==> src/pkg/tas_consts.svh <==
// Register offsets, field positions, reset values and timing counts of the async timer
`ifndef TAS_CONSTS_SVH
`define TAS_CONSTS_SVH
`define TAS_IDX_FLAG_STATUS 8'h17
`define TAS_IDX_IRQ_MASK 8'h70
`define TAS_IDX_COUNTER 8'h20
`define TAS_IDX_COMPARE_A 8'h21
`define TAS_IDX_COMPARE_B 8'h22
`define TAS_IDX_CONTROL_A 8'h23
`define TAS_IDX_CONTROL_B 8'h24
`define TAS_IDX_ASYNC_STATUS 8'h25
`define TAS_HOLD_COUNTER 0
`define TAS_HOLD_COMPARE_A 1
`define TAS_HOLD_COMPARE_B 2
`define TAS_HOLD_CONTROL_A 3
`define TAS_HOLD_CONTROL_B 4
`define TAS_BIT_OVERFLOW 0
`define TAS_BIT_COMPARE_A 1
`define TAS_BIT_COMPARE_B 2
`define TAS_BIT_ASYNC_SELECT 5
`define TAS_BIT_UPDOWN_MODE 0
`define TAS_BIT_PIN_A_TOGGLE 6
`define TAS_BIT_PIN_B_TOGGLE 4
`define TAS_CLKSEL_MSB 2
`define TAS_RESET_BYTE 8'h00
`define TAS_COUNT_MAX 8'hFF
`define TAS_COUNT_MIN 8'h00
`define TAS_SYNC_TICKS 2'h2
`define TAS_FLAG_SYNC_CYCLES 3
`define TAS_HALT_CYCLES 3'h4
`endif

==> src/pkg/tas_pkg.sv <==
// Types shared by the async timer design
package tas_pkg;
  typedef enum logic [2:0] {
    TAS_AWAKE = 3'b001,
    TAS_ASLEEP = 3'b010,
    TAS_HALTED = 3'b100
  } tas_power_e;

  typedef struct packed {
    logic [31:0] prdata;
    logic pready;
    logic pslverr;
  } tas_apb_rsp_s;

  typedef struct packed {
    logic [4:0][7:0] hold;
    logic [4:0][7:0] dest;
    logic [4:0] busy;
    logic [4:0][1:0] tick_cnt;
    logic [7:0] counter_copy;
    logic count_down;
    logic async_sel;
    logic [2:0] irq_mask;
    logic [2:0] flags;
    logic [2:0] ev_wait;
    logic [2:0][2:0] ev_pipe;
    logic pin_a;
    logic pin_b;
    logic pin_prev;
    logic wake_cond;
    logic rearmed;
    logic wake;
    logic halt;
    logic [2:0] halt_cnt;
    tas_power_e power;
    logic [2:0] irq_req;
    tas_apb_rsp_s rsp;
  } tas_state_s;
endpackage

==> src/design/tas_sync.sv <==
// Two-flop synchroniser for levels entering the core clock domain
`timescale 1ns/1ps
`default_nettype none
module tas_sync #(
  parameter int WIDTH = 1
) (
  // Clock and reset
  input wire logic i_core_clk,
  input wire logic i_reset_n,
  // Levels
  input wire logic [WIDTH-1:0] i_async,
  output logic [WIDTH-1:0] o_sync
);
  logic [WIDTH-1:0] meta;

  always_ff @(posedge i_core_clk or negedge i_reset_n) begin
    if (!i_reset_n) begin
      meta <= '0;
      o_sync <= '0;
    end else begin
      meta <= i_async;
      o_sync <= meta;
    end
  end
endmodule
`default_nettype wire

==> src/design/tas_timer.sv <==
// Async-clocked 8-bit timer: holding registers, busy flags, read copy, flags, wake-up
`timescale 1ns/1ps
`default_nettype none
`include "tas_consts.svh"
module tas_timer
  import tas_pkg::*;
#(
  parameter int ADDR_WIDTH = 12
) (
  // Clock and reset
  input wire logic i_core_clk,
  input wire logic i_reset_n,
  // APB slave
  input wire logic i_psel,
  input wire logic i_penable,
  input wire logic i_pwrite,
  input wire logic [ADDR_WIDTH-1:0] i_paddr,
  input wire logic [31:0] i_pwdata,
  output logic [31:0] o_prdata,
  output logic o_pready,
  output logic o_pslverr,
  // Processor side
  input wire logic i_global_irq_enable,
  input wire logic [2:0] i_vector_ack,
  input wire logic i_sleep_power_save,
  input wire logic i_power_down,
  output logic [2:0] o_irq_request,
  output logic o_wake_request,
  output logic o_cpu_halt,
  // Timer pins
  input wire logic i_async_clock_pin,
  output logic o_compare_a_pin,
  output logic o_compare_b_pin
);
  tas_state_s s;
  tas_state_s next_s;
  logic pin_sync;
  logic tick;
  logic running;
  logic [2:0] events;
  logic [2:0] flag_clear;
  logic apb_access;
  logic apb_write;
  logic [7:0] sel_idx;

  // Index of the word addressed on the bus
  function automatic logic [7:0] reg_index(input logic [ADDR_WIDTH-1:0] addr);
    reg_index = addr[9:2];
  endfunction

  // Holding slot for an index, or 7 when not a cross-domain register
  function automatic logic [2:0] hold_slot(input logic [7:0] idx);
    case (idx)
      `TAS_IDX_COUNTER: hold_slot = 3'h0;
      `TAS_IDX_COMPARE_A: hold_slot = 3'h1;
      `TAS_IDX_COMPARE_B: hold_slot = 3'h2;
      `TAS_IDX_CONTROL_A: hold_slot = 3'h3;
      `TAS_IDX_CONTROL_B: hold_slot = 3'h4;
      default: hold_slot = 3'h7;
    endcase
  endfunction

  tas_sync #(.WIDTH(1)) u_pin_sync (
    .i_core_clk(i_core_clk),
    .i_reset_n(i_reset_n),
    .i_async(i_async_clock_pin),
    .o_sync(pin_sync)
  );

  // Oscillator is dead in power-down, so in async mode no tick reaches the counter
  assign tick = s.async_sel ? (pin_sync & ~s.pin_prev & ~i_power_down) : 1'b1;
  assign running = s.dest[`TAS_HOLD_CONTROL_B][`TAS_CLKSEL_MSB:0] != 3'h0;
  assign apb_access = i_psel & i_penable & s.rsp.pready;
  assign apb_write = apb_access & i_pwrite;
  assign sel_idx = reg_index(i_paddr);
  assign flag_clear = i_vector_ack |
    ((apb_write && sel_idx == `TAS_IDX_FLAG_STATUS) ? i_pwdata[2:0] : 3'h0);

  always_comb begin
    logic [2:0] slot;
    logic [7:0] cnt;
    logic hit_a;
    logic hit_b;
    logic ovf;
    slot = hold_slot(sel_idx);
    cnt = s.dest[`TAS_HOLD_COUNTER];
    hit_a = 1'b0;
    hit_b = 1'b0;
    ovf = 1'b0;
    next_s = s;
    next_s.pin_prev = pin_sync;
    next_s.wake = 1'b0;

    // Holding registers: each slot runs its own two-tick load
    for (int i = 0; i < 5; i++) begin
      if (s.busy[i] && tick) begin
        if (s.tick_cnt[i] == `TAS_SYNC_TICKS - 2'h1) begin
          next_s.dest[i] = s.hold[i];
          next_s.busy[i] = 1'b0;
          next_s.tick_cnt[i] = 2'h0;
        end else begin
          next_s.tick_cnt[i] = s.tick_cnt[i] + 2'h1;
        end
      end
    end

    // Counter and compare logic on the timer tick
    events = 3'h0;
    if (tick && running && !(s.busy[`TAS_HOLD_COUNTER] && s.tick_cnt[0] != 2'h0 && tick
        && s.tick_cnt[0] == `TAS_SYNC_TICKS - 2'h1)) begin
      hit_a = (cnt == s.dest[`TAS_HOLD_COMPARE_A]) &&
        !(s.busy[`TAS_HOLD_COUNTER] || s.busy[`TAS_HOLD_COMPARE_A]);
      hit_b = (cnt == s.dest[`TAS_HOLD_COMPARE_B]) &&
        !(s.busy[`TAS_HOLD_COUNTER] || s.busy[`TAS_HOLD_COMPARE_B]);
      if (s.dest[`TAS_HOLD_CONTROL_A][`TAS_BIT_UPDOWN_MODE]) begin
        if (s.count_down && cnt == `TAS_COUNT_MIN) begin
          next_s.count_down = 1'b0;
          next_s.dest[`TAS_HOLD_COUNTER] = cnt + 8'h01;
          ovf = 1'b1;
        end else if (!s.count_down && cnt == `TAS_COUNT_MAX) begin
          next_s.count_down = 1'b1;
          next_s.dest[`TAS_HOLD_COUNTER] = cnt - 8'h01;
        end else begin
          next_s.dest[`TAS_HOLD_COUNTER] = s.count_down ? cnt - 8'h01 : cnt + 8'h01;
        end
      end else begin
        next_s.dest[`TAS_HOLD_COUNTER] = cnt + 8'h01;
        ovf = (cnt == `TAS_COUNT_MAX);
      end
      if (hit_a && s.dest[`TAS_HOLD_CONTROL_A][`TAS_BIT_PIN_A_TOGGLE]) begin
        next_s.pin_a = ~s.pin_a;
      end
      if (hit_b && s.dest[`TAS_HOLD_CONTROL_A][`TAS_BIT_PIN_B_TOGGLE]) begin
        next_s.pin_b = ~s.pin_b;
      end
    end
    events[`TAS_BIT_OVERFLOW] = ovf;
    events[`TAS_BIT_COMPARE_A] = hit_a;
    events[`TAS_BIT_COMPARE_B] = hit_b;

    // Read copy follows the counter each tick, but not while asleep
    if (tick && s.power != TAS_ASLEEP) begin
      next_s.counter_copy = s.dest[`TAS_HOLD_COUNTER];
    end

    // Flag crossing: wait one tick, then three core cycles
    next_s.ev_pipe[1] = s.ev_pipe[0];
    next_s.ev_pipe[2] = s.ev_pipe[1];
    next_s.ev_pipe[0] = 3'h0;
    if (s.async_sel) begin
      if (tick) begin
        next_s.ev_pipe[0] = s.ev_wait;
        next_s.ev_wait = events;
      end
      next_s.flags = (s.flags & ~flag_clear) | s.ev_pipe[2];
    end else begin
      next_s.ev_wait = 3'h0;
      next_s.flags = (s.flags & ~flag_clear) | events | s.ev_pipe[2];
    end
    next_s.irq_req = s.irq_mask & s.flags & {3{i_global_irq_enable}};

    // Sleep and wake sequencing
    case (s.power)
      TAS_AWAKE: begin
        if (tick) begin
          next_s.rearmed = 1'b1;
        end
        if (i_sleep_power_save) begin
          next_s.power = TAS_ASLEEP;
          next_s.wake_cond = 1'b0;
        end
      end
      TAS_ASLEEP: begin
        if (s.rearmed && (s.irq_req != 3'h0)) begin
          next_s.wake_cond = 1'b1;
        end
        if (s.wake_cond && tick) begin
          next_s.power = TAS_HALTED;
          next_s.wake = 1'b1;
          next_s.rearmed = 1'b0;
          next_s.halt_cnt = 3'h0;
        end
      end
      TAS_HALTED: begin
        next_s.halt_cnt = s.halt_cnt + 3'h1;
        if (s.halt_cnt == `TAS_HALT_CYCLES - 3'h1) begin
          next_s.power = TAS_AWAKE;
        end
      end
      default: begin
        next_s.power = TAS_AWAKE;
      end
    endcase
    next_s.halt = (next_s.power == TAS_HALTED);

    // Register writes, at the completing access edge only
    if (apb_write) begin
      if (slot != 3'h7) begin
        next_s.hold[slot] = i_pwdata[7:0];
        if (s.async_sel) begin
          next_s.busy[slot] = 1'b1;
          next_s.tick_cnt[slot] = 2'h0;
        end else begin
          next_s.dest[slot] = i_pwdata[7:0];
        end
      end else if (sel_idx == `TAS_IDX_IRQ_MASK) begin
        next_s.irq_mask = i_pwdata[2:0];
      end else if (sel_idx == `TAS_IDX_ASYNC_STATUS) begin
        next_s.async_sel = i_pwdata[`TAS_BIT_ASYNC_SELECT];
      end
    end

    // Answer with one wait state so the response comes from flops
    next_s.rsp.pready = i_psel & i_penable & ~s.rsp.pready;
    next_s.rsp.pslverr = 1'b0;
    next_s.rsp.prdata = 32'h0000_0000;
    if (i_psel && i_penable && !s.rsp.pready) begin
      case (sel_idx)
        `TAS_IDX_COUNTER: next_s.rsp.prdata[7:0] = s.counter_copy;
        `TAS_IDX_COMPARE_A: next_s.rsp.prdata[7:0] = s.hold[1];
        `TAS_IDX_COMPARE_B: next_s.rsp.prdata[7:0] = s.hold[2];
        `TAS_IDX_CONTROL_A: next_s.rsp.prdata[7:0] = s.hold[3];
        `TAS_IDX_CONTROL_B: next_s.rsp.prdata[7:0] = s.hold[4];
        `TAS_IDX_FLAG_STATUS: next_s.rsp.prdata[2:0] = s.flags;
        `TAS_IDX_IRQ_MASK: next_s.rsp.prdata[2:0] = s.irq_mask;
        `TAS_IDX_ASYNC_STATUS: next_s.rsp.prdata[5:0] =
          {s.async_sel, s.busy[0], s.busy[1], s.busy[2], s.busy[3], s.busy[4]};
        default: next_s.rsp.pslverr = 1'b1;
      endcase
    end
  end

  always_ff @(posedge i_core_clk or negedge i_reset_n) begin
    if (!i_reset_n) begin
      s <= '0;
      s.power <= TAS_AWAKE;
    end else begin
      s <= next_s;
    end
  end

  assign o_prdata = s.rsp.prdata;
  assign o_pready = s.rsp.pready;
  assign o_pslverr = s.rsp.pslverr;
  assign o_irq_request = s.irq_req;
  assign o_wake_request = s.wake;
  assign o_cpu_halt = s.halt;
  assign o_compare_a_pin = s.pin_a;
  assign o_compare_b_pin = s.pin_b;
endmodule
`default_nettype wire

==> config.mk <==
export PLATFORM = sky130hd
export DESIGN_NAME = tas_timer
export DESIGN_NICKNAME = d
export VERILOG_FILES = /design/src/pkg/tas_pkg.sv /design/src/design/tas_sync.sv /design/src/design/tas_timer.sv
export VERILOG_INCLUDE_DIRS = /design/src /design/src/pkg
export SDC_FILE = /design/constraint.sdc
export NUM_CORES = 1
export LEC_CHECK = 0
export CAP_MARGIN = 5
export CORE_MARGIN = 1
export CORE_UTILIZATION = 47
export CTS_BUF_LIST = sky130_fd_sc_hd__clkbuf_4
export DETAILED_ROUTE_END_ITERATION = 16
export DONT_BUFFER_PORTS = 1
export SLEW_MARGIN = 40
export SYNTH_ARGS = -nofsm -noshare
export SYNTH_HDL_FRONTEND = slang
export SYNTH_SLANG_ARGS = --single-unit
==> constraint.sdc <==
create_clock -name i_core_clk -period 2.6 [get_ports i_core_clk]
set_input_delay 0.13 -clock i_core_clk [delete_from_list [all_inputs] [get_ports i_core_clk]]
set_output_delay 0.13 -clock i_core_clk [all_outputs]
set_load 0.03 [all_outputs]
After elaboration in Yosys (flattened, before gate mapping) --
Index checks and enable logic that the tools add are counted.
Word-level totals: bits in registers 151, input bits 56, bits in read-only memories 0, bits in writable memories 0, latch bits 0, memories kept 0
Cells by class: multiply operators 0, muxes and demuxes 78, bitwise operators 24, shift-type cells 0, $add $sub $neg 8, $lt $le $gt $ge 2, reductions and logical operators 47, div/mod/pow operators 0, eq/ne operators 28
Operator list (number):
- $mux 8 | 17
- $mux 55 | 2
- $bwmux 40 | 2
- $eq 8x6->1 const B | 6
- $mux 40 | 1
- $mux 1 | 25
- $demux 8 s3 | 1
- $mux 2 | 12
- $pmux 3 s8 | 1
- $logic_and 1x1->1 | 23
- $mux 3 | 6
- $pmux 3 s6 | 1
- $eq 8x8->1 | 2
- $mux 15 | 1
- $pmux 3 s5 | 1
- $mux 6 | 2
- $or 3x3->3 | 4
- $reduce_and 3->1 | 4
- $add 2x1->2 const B | 5
- $and 10x10->10 | 1
- $eq 2x1->1 const B | 5
- $not 10->10 | 1
- $pmux 2 s5 | 1
- $and 3x3->3 | 3
- other kinds (32) | 60

Logic depth before layout (Yosys ltp) --
Gate-level depths: netlist of run 1.
depth in word-level cells 13, gate-level depth with buffers 9

Hierarchy --
A second synthesis of run 1 with hierarchy kept.
Unflattened totals: cell total of the unflattened synthesis 712, area, all modules 7204.4 µm²
By module, submodules not included:
- tas_timer | instances 1, area an instance 7154.4 µm², cells each 710, sequential area each 3479.6 µm²
- tas_sync | instances 1, area an instance 50.0 µm², cells each 2, sequential area each 50.0 µm²

Least setup slack after synthesis of run 1 --
OpenSTA, ideal clock, no wires.
path kind reg2reg, start point register s[93] (netlist name), end point register s[95] (netlist name), clock period less this slack 2.235 ns, data arrival time 2.166 ns, setup time 0.069 ns, path slack 0.365 ns, data required time 2.531 ns, cell stages (with the launch flop) 10, cell sequence dfrtp_1 -> clkbuf_1 -> inv_1 -> ha_1 -> nand2b_1 -> o41ai_1 -> nor2_2 -> mux2i_1 -> or4b_1 -> nand3_1
RTL lines:
- start: declaration | RTL line tas_timer.sv:35 | tas_state_s s;
- start signal: assignment | RTL line tas_timer.sv:238 | s <= next_s;

==> results of run 1 <==
-- critical path: stages (launching register included) --
cell and delay [ns]:
sky130_fd_sc_hd__dfrtp_1 0.50, sky130_fd_sc_hd__inv_1 0.14, sky130_fd_sc_hd__ha_1 0.17, sky130_fd_sc_hd__nand2b_1 0.11, sky130_fd_sc_hd__o41ai_1 0.50, sky130_fd_sc_hd__nor2_2 0.11
sky130_fd_sc_hd__mux2i_1 0.16, sky130_fd_sc_hd__or4b_1 0.48, sky130_fd_sc_hd__nand3_1 0.09
-- cells in the mapped netlist (6+ instances only) --
| cell | number |
|---|---|
| sky130_fd_sc_hd__nor3_1 | 17 |
| sky130_fd_sc_hd__buf_4 | 38 |
| sky130_fd_sc_hd__dfrtp_1 | 140 |
| sky130_fd_sc_hd__mux4_2 | 8 |
| sky130_fd_sc_hd__nand2_1 | 73 |
| sky130_fd_sc_hd__xnor2_1 | 6 |
| sky130_fd_sc_hd__xor2_1 | 18 |
| sky130_fd_sc_hd__o21ai_0 | 36 |
| sky130_fd_sc_hd__clkbuf_1 | 26 |
| sky130_fd_sc_hd__nand3_1 | 21 |
| sky130_fd_sc_hd__a21oi_1 | 33 |
| sky130_fd_sc_hd__mux2_2 | 48 |
| sky130_fd_sc_hd__and3_1 | 12 |
| sky130_fd_sc_hd__nand4_1 | 9 |
| sky130_fd_sc_hd__a31oi_1 | 6 |
| sky130_fd_sc_hd__mux2i_1 | 28 |
| sky130_fd_sc_hd__nor2_1 | 37 |
| sky130_fd_sc_hd__buf_2 | 9 |
| sky130_fd_sc_hd__inv_1 | 16 |
-- timing repair --
item                                    4_1_cts  5_1_grt
buffers inserted                              0        0
hold endpoints to repair                    251      141
endpoints found under the setup margin        0        2
gates resized for setup                       0        2
-- power by group through the flow --
stage                     combinational, uW  sequential (uW)  clock (uW)
after CTS                               632             2380        1750
final                                   633             2380        1700
after global routing                    687             2390        1830
after detailed placement                569             2420           0
after global placement                  562             2410           0
after floorplan                         527             2360           0
-- kinds of logic after synthesis --
logic type | Yosys count | share of synthesized area
compound gates | 115 | 0.103
xor+xnor | 24 | 0.0297
simple gates | 209 | 0.148
buf+inv | 92 | 0.0716
flops | 141 | 0.499
mux | 84 | 0.141
other cells | 1 | 0.000530
fa+ha+maj | 4 | 0.00707
-- worst paths after layout --
| check | endpoint | slack [ns] |
|---|---|---|
| max | s[95] | 0.27 |
| min | s[136] | -0.74 |
| max reg2reg | s[95] | 0.27 |
| min reg2reg | u_pin_sync.o_sync | 0.36 |
| max in group asynchronous | s[37] | 3.15 |
| min in group i_core_clk | s[138] | 0.03 |
-- sequential cells by signal, summed over array words and instances, names as in the netlist --
| name | cells |
|---|---|
| u_pin_sync.meta | 1 |
| s | 116 |
| o_wake_request | 1 |
| o_cpu_halt | 1 |
| o_prdata | 8 |
| o_irq_request | 3 |
| o_compare_a_pin | 1 |
| next_s | 6 |
| o_compare_b_pin | 1 |
| o_pslverr | 1 |
| o_pready | 1 |
| u_pin_sync.o_sync | 1 |
-- cell type report --
type                            count  area (um^2)
Clock buffer                       18          135
Clock inverter                     13          214
Fill cell                        1280         6800
Inverter                           16         60.1
Multi-Input combinational cell    460         3130
Sequential cell                   141         3530
Tap cell                          184          230
Timing Repair Buffer               55          485
-- stage by stage --
step | setup WS [ns] | cell area, um^2 | hold slack, ns
after CTS | 0.167 | 7780 | -0.780
after global placement | 0.353 | 7150 | -0.159
final | 0.269 | 7790 | -0.745
after detailed placement | 0.295 | 7150 | -0.159
after global routing | 0.0422 | 7790 | -0.807
after floorplan | 0.365 | 7160 | -0.166
-- layer usage --
layer	part of all wire	vias to the layer above	global-route usage	routed length (um)
li1	-	2360	-	-
met1	0.44	2565	0.303	7520
met2	0.49	177	0.377	8370
met3	0.057	32	0.0481	978
met4	0.019	0	0.0829	318
met5	0	-	0	0
==> flow_summary.json, run 1 <==
{
  "run_status": "finished with violations",
  "violations": "hold timing",
  "setup_violations": 0,
  "clk_root_buffer_cell": "sky130_fd_sc_hd__clkbuf_4",
  "dp_cells": 828,
  "total_power_uw": 4720,
  "synth-edff-count": 0,
  "clock_transition_at_the_registers_of_the_reported_paths_ns": 0.13,
  "cts_hold_repair.buffers": 28,
  "hold_ws_ns": -0.745,
  "place_hpwl_um": 11500,
  "timing.critical_path.to_type": "register",
  "final_common_cell": "sky130_fd_sc_hd__dfrtp_1",
  "asyncSetResetFlopFracSynth": 1.00,
  "synth_area_leaders": "sky130_fd_sc_hd__dfrtp_1 49%, sky130_fd_sc_hd__mux2_2 7.6%, sky130_fd_sc_hd__buf_4 4.0%, sky130_fd_sc_hd__mux2i_1 4.0%, sky130_fd_sc_hd__nand2_1 3.9%",
  "total_leakage_power_uw": 0.00384,
  "first_pass_grt_wire_length_um": 27400,
  "final_min_period_over_clock_period": 0.897,
  "internal-power_uw": 3420,
  "synth_top_flop_cell": "sky130_fd_sc_hd__dfrtp_1",
  "cp_data_required_time_ns": 3.09,
  "finish.utilization": 0.534,
  "numCtsBuffers": 17,
  "avgViaCountPerCell": 5.79,
  "clk-insertion-delay-late_ns": 0.55,
  "drt_wl_cell_um": 19.4,
  "crit_path_start_kind": "register",
  "rsz0062_at_grt": "false",
  "detailroute.via_count": 5134,
  "overflow": 0,
  "synthDominantAreaCellType": "sky130_fd_sc_hd__dfrtp_1",
  "timing.critical_path.fanout_max": 8,
  "routed_wirelength_um": 17200,
  "cts-htree-levels": 4,
  "gp_congestion": 0.794,
  "finClkSkew_ns": 0.0175,
  "count_of_clock_tree_sinks": 141,
  "initial_antenna_violation_count": 0,
  "timing.slew.headroom": 0.607,
  "drc": 0,
  "hold_class": "in2async",
  "maxSlewViolCount": 0,
  "io_pins": 97,
  "postSynthAreaPerCell_um2": 10.6,
  "area_growth_pct": 10.0,
  "vdd.ir_drop.worst_uv": 467,
  "synth_sequential_area_ratio": 0.499,
  "fin_tns_setup_ns": 0,
  "chipHeight_um": 125,
  "nets_final": 751,
  "worst_r2r_src": "s[93]",
  "die_width_um": 125,
  "synth_cell_type_count": 64,
  "share_seq_of_total_power": 0.504,
  "io_buffer_count": 0,
  "design.die.area_mm2": 0.0156,
  "tightest_slew_ns": 0.585,
  "pwr-share-comb": 0.134,
  "period_minus_slack_ns": 2.33,
  "count_of_yosys_warnings_during_synthesis": 0,
  "number_of_synthesized_register_bits": 141,
  "dr.first_iter.drc_count": 428,
  "cts_tree": "done",
  "final_antenna_net_count": 0,
  "antenna_cells_inserted": 0,
  "stdcell_count": 887,
  "netlist_area_mm2": 0.00708,
  "dr.pass1.iters": 5,
  "timing.critical_path.from": "s[93]",
  "core.rowCount": 44,
  "grt_start_max_net_pins": 142,
  "pwr_density_cell_mw_per_mm2": 606,
  "hold_violations": 141,
  "post_synthesis_cells": 670,
  "globalRouteTotalUtil": 0.231,
  "synth_top_cell_area_share": 0.495,
  "criticalPathCategory": "reg2reg",
  "maxCapViolCount": 0,
  "r2r_cells": 8,
  "share_clk_of_total_power": 0.361,
  "arrival_ns": 2.83,
  "sw_frac_of_total": 0.275,
  "number_of_global_route_vias_before_repair": 5059,
  "drive_above_1_share": 0.183,
  "clock_tree.buffer_depth": 2,
  "layout.cells.most_common_list": "140 x sky130_fd_sc_hd__dfrtp_1, 73 x sky130_fd_sc_hd__nand2_1, 48 x sky130_fd_sc_hd__mux2_2",
  "power_switching_uw": 1290,
  "fp.coreArea_mm2": 0.0146,
  "initial_core_utilization": 0.485,
  "achievable-frequency_ghz": 0.429
}
Power figures use the tool's default switching activity.
==> run 2: changes to the inputs <==
--- a/config.mk
+++ b/config.mk
@@ -8,9 +8,10 @@
 export LEC_CHECK = 0
 export CAP_MARGIN = 5
-export CORE_MARGIN = 1
+export CORE_MARGIN = 2
 export CORE_UTILIZATION = 47
 export CTS_BUF_LIST = sky130_fd_sc_hd__clkbuf_4
 export DETAILED_ROUTE_END_ITERATION = 16
 export DONT_BUFFER_PORTS = 1
+export REMOVE_ABC_BUFFERS = 1
 export SLEW_MARGIN = 40
 export SYNTH_ARGS = -nofsm -noshare
==> constraint.sdc (replaced) <==
create_clock -name i_core_clk -period 2.6 [get_ports i_core_clk]
set_input_delay 0.39 -clock i_core_clk [delete_from_list [all_inputs] [get_ports i_core_clk]]
set_output_delay 0.39 -clock i_core_clk [all_outputs]
set_load 0.03 [all_outputs]
==> flow_summary.json, run 2 (same netlist as run 1, synthesis figures left out) <==
{
  "total_leakage_power_uw": 0.00371,
  "avgViaCountPerCell": 5.80,
  "hold_ws_ns": -0.479,
  "numCtsBuffers": 17,
  "violations": "hold timing",
  "maxSlewViolCount": 0,
  "design.die.area_mm2": 0.0161,
  "final_common_cell": "sky130_fd_sc_hd__dfrtp_1",
  "timing.slew.headroom": 0.559,
  "cts-htree-levels": 4,
  "crit_path_start_kind": "register",
  "tightest_slew_ns": 0.656,
  "clk-insertion-delay-late_ns": 0.55,
  "nets_final": 735,
  "chipHeight_um": 127,
  "crit_buf_inv": 1,
  "place_hpwl_um": 11600,
  "criticalPathCategory": "reg2reg",
  "io_buffer_count": 0,
  "routed_wirelength_um": 17200,
  "count_of_clock_tree_sinks": 141,
  "drc": 0,
  "largest_reg_flops": 116,
  "achievable-frequency_ghz": 0.426,
  "fin_tns_setup_ns": 0,
  "maxCapViolCount": 0,
  "overflow": 0,
  "io_pins": 97,
  "critical-path-top-delay-family": "simple AND/OR/NAND/NOR gates",
  "gp_congestion": 0.829,
  "timing.critical_path.to_type": "register",
  "dr.first_iter.drc_count": 437,
  "initial_antenna_violation_count": 1,
  "layout.cells.most_common_list": "140 x sky130_fd_sc_hd__dfrtp_1, 73 x sky130_fd_sc_hd__nand2_1, 48 x sky130_fd_sc_hd__mux2_2",
  "detailroute.via_count": 5071,
  "drt_wl_cell_um": 19.7,
  "path_cells": "inv_1 -> ha_1 -> nand2b_1 -> o41ai_2 -> nor2_2 -> mux2i_1 -> or4b_1 -> nand3_1",
  "cp_data_required_time_ns": 3.09,
  "core.rowCount": 44,
  "num-fill-cells": 1346,
  "hold_violations": 141,
  "cts_tree": "done",
  "critical-path-max-stage-delay_ns": 0.49,
  "cts_hold_repair.buffers": 11,
  "final_antenna_net_count": 0,
  "run_status": "finished with violations",
  "globalRouteTotalUtil": 0.226,
  "rsz0062_at_grt": "false",
  "grt_start_max_net_pins": 142,
  "clock_transition_at_the_registers_of_the_reported_paths_ns": 0.12,
  "final_min_period_over_clock_period": 0.904,
  "hold_class": "in2async",
  "stdcell_count": 874,
  "finClkSkew_ns": 0.00990,
  "registers.top_by_ff_count": "s",
  "die_width_um": 127,
  "pwr_density_cell_mw_per_mm2": 572,
  "period_minus_slack_ns": 2.35,
  "timing.critical_path.fanout_max": 8,
  "critPathSlowestCell": "sky130_fd_sc_hd__dfrtp_1",
  "drive_above_1_share": 0.190,
  "area_growth_pct": 6.47,
  "vdd.ir_drop.worst_uv": 273,
  "setup_violations": 0,
  "dp_cells": 829,
  "clock_tree.buffer_depth": 2,
  "dr.pass1.iters": 6,
  "initial_core_utilization": 0.483,
  "arrival_ns": 2.84,
  "post_cts.repair.setup_buffers": 0,
  "number_of_global_route_vias_before_repair": 5104,
  "first_pass_grt_wire_length_um": 27500,
  "clk_root_buffer_cell": "sky130_fd_sc_hd__clkbuf_4",
  "fp.coreArea_mm2": 0.0146
}
## run 2: layer usage
metal	GRT usage	vias to the layer above	part of all wire
met5	0	-	0
met4	0.0802	0	0.019
met3	0.0633	27	0.071
met2	0.363	190	0.48
met1	0.295	2523	0.43
li1	-	2331	-
## run 2: power by group
part | switching (uW) | internal (uW)
Clock | 826 | 484
Combinational | 376 | 261
Sequential | 85.9 | 2280
Total | 1290 | 3020
## run 2: path summary, 6_finish.rpt
check	startpoint	to	slack, ns	cells past startpoint
max in group asynchronous	i_reset_n	s[37]	2.81	0
setup / recovery	s[93]	s[95]	0.25	8
hold reg to reg	u_pin_sync.meta	u_pin_sync.o_sync	0.36	0
min in group i_core_clk	i_vector_ack[0]	s[62]	0.03	3
setup reg to reg	s[93]	s[95]	0.25	8
hold / removal	i_reset_n	o_prdata[5]	-0.48	0
## run 2: area by class of cell
cell class	instances	area, um^2	area share
Sequential cell	141	3530	0.468
Multi-Input combinational cell	460	3140	0.416
Timing Repair Buffer	39	320	0.0425
Tap cell	184	230	0.0305
Clock buffer	18	135	0.0179
Clock inverter	14	120	0.0159
Inverter	16	60.1	0.00797
Antenna cell	2	5.00	0.000664
## run 2: through the flow
step | setup WS, ns | instance area [um^2] | total power (uW) | hold slack [ns] | util
6_report | 0.250 | 7540 | 4310 | -0.479 | 0.515
5_1_grt | 0.0777 | 7530 | 4510 | -0.528 | 0.514
4_1_cts | 0.0934 | 7520 | 4340 | -0.517 | 0.514
3_5_place_dp | 0.144 | 7160 | 2990 | 0.0991 | 0.489
3_3_place_gp | 0.260 | 7160 | 2980 | 0.0992 | 0.489
2_1_floorplan | 0.390 | 6720 | 2820 | 0.0944 | -
## run 2: timing repair
action,CTS,global route
setup endpoints to repair,0,1
resized for setup,0,1
hold endpoints to repair,216,141
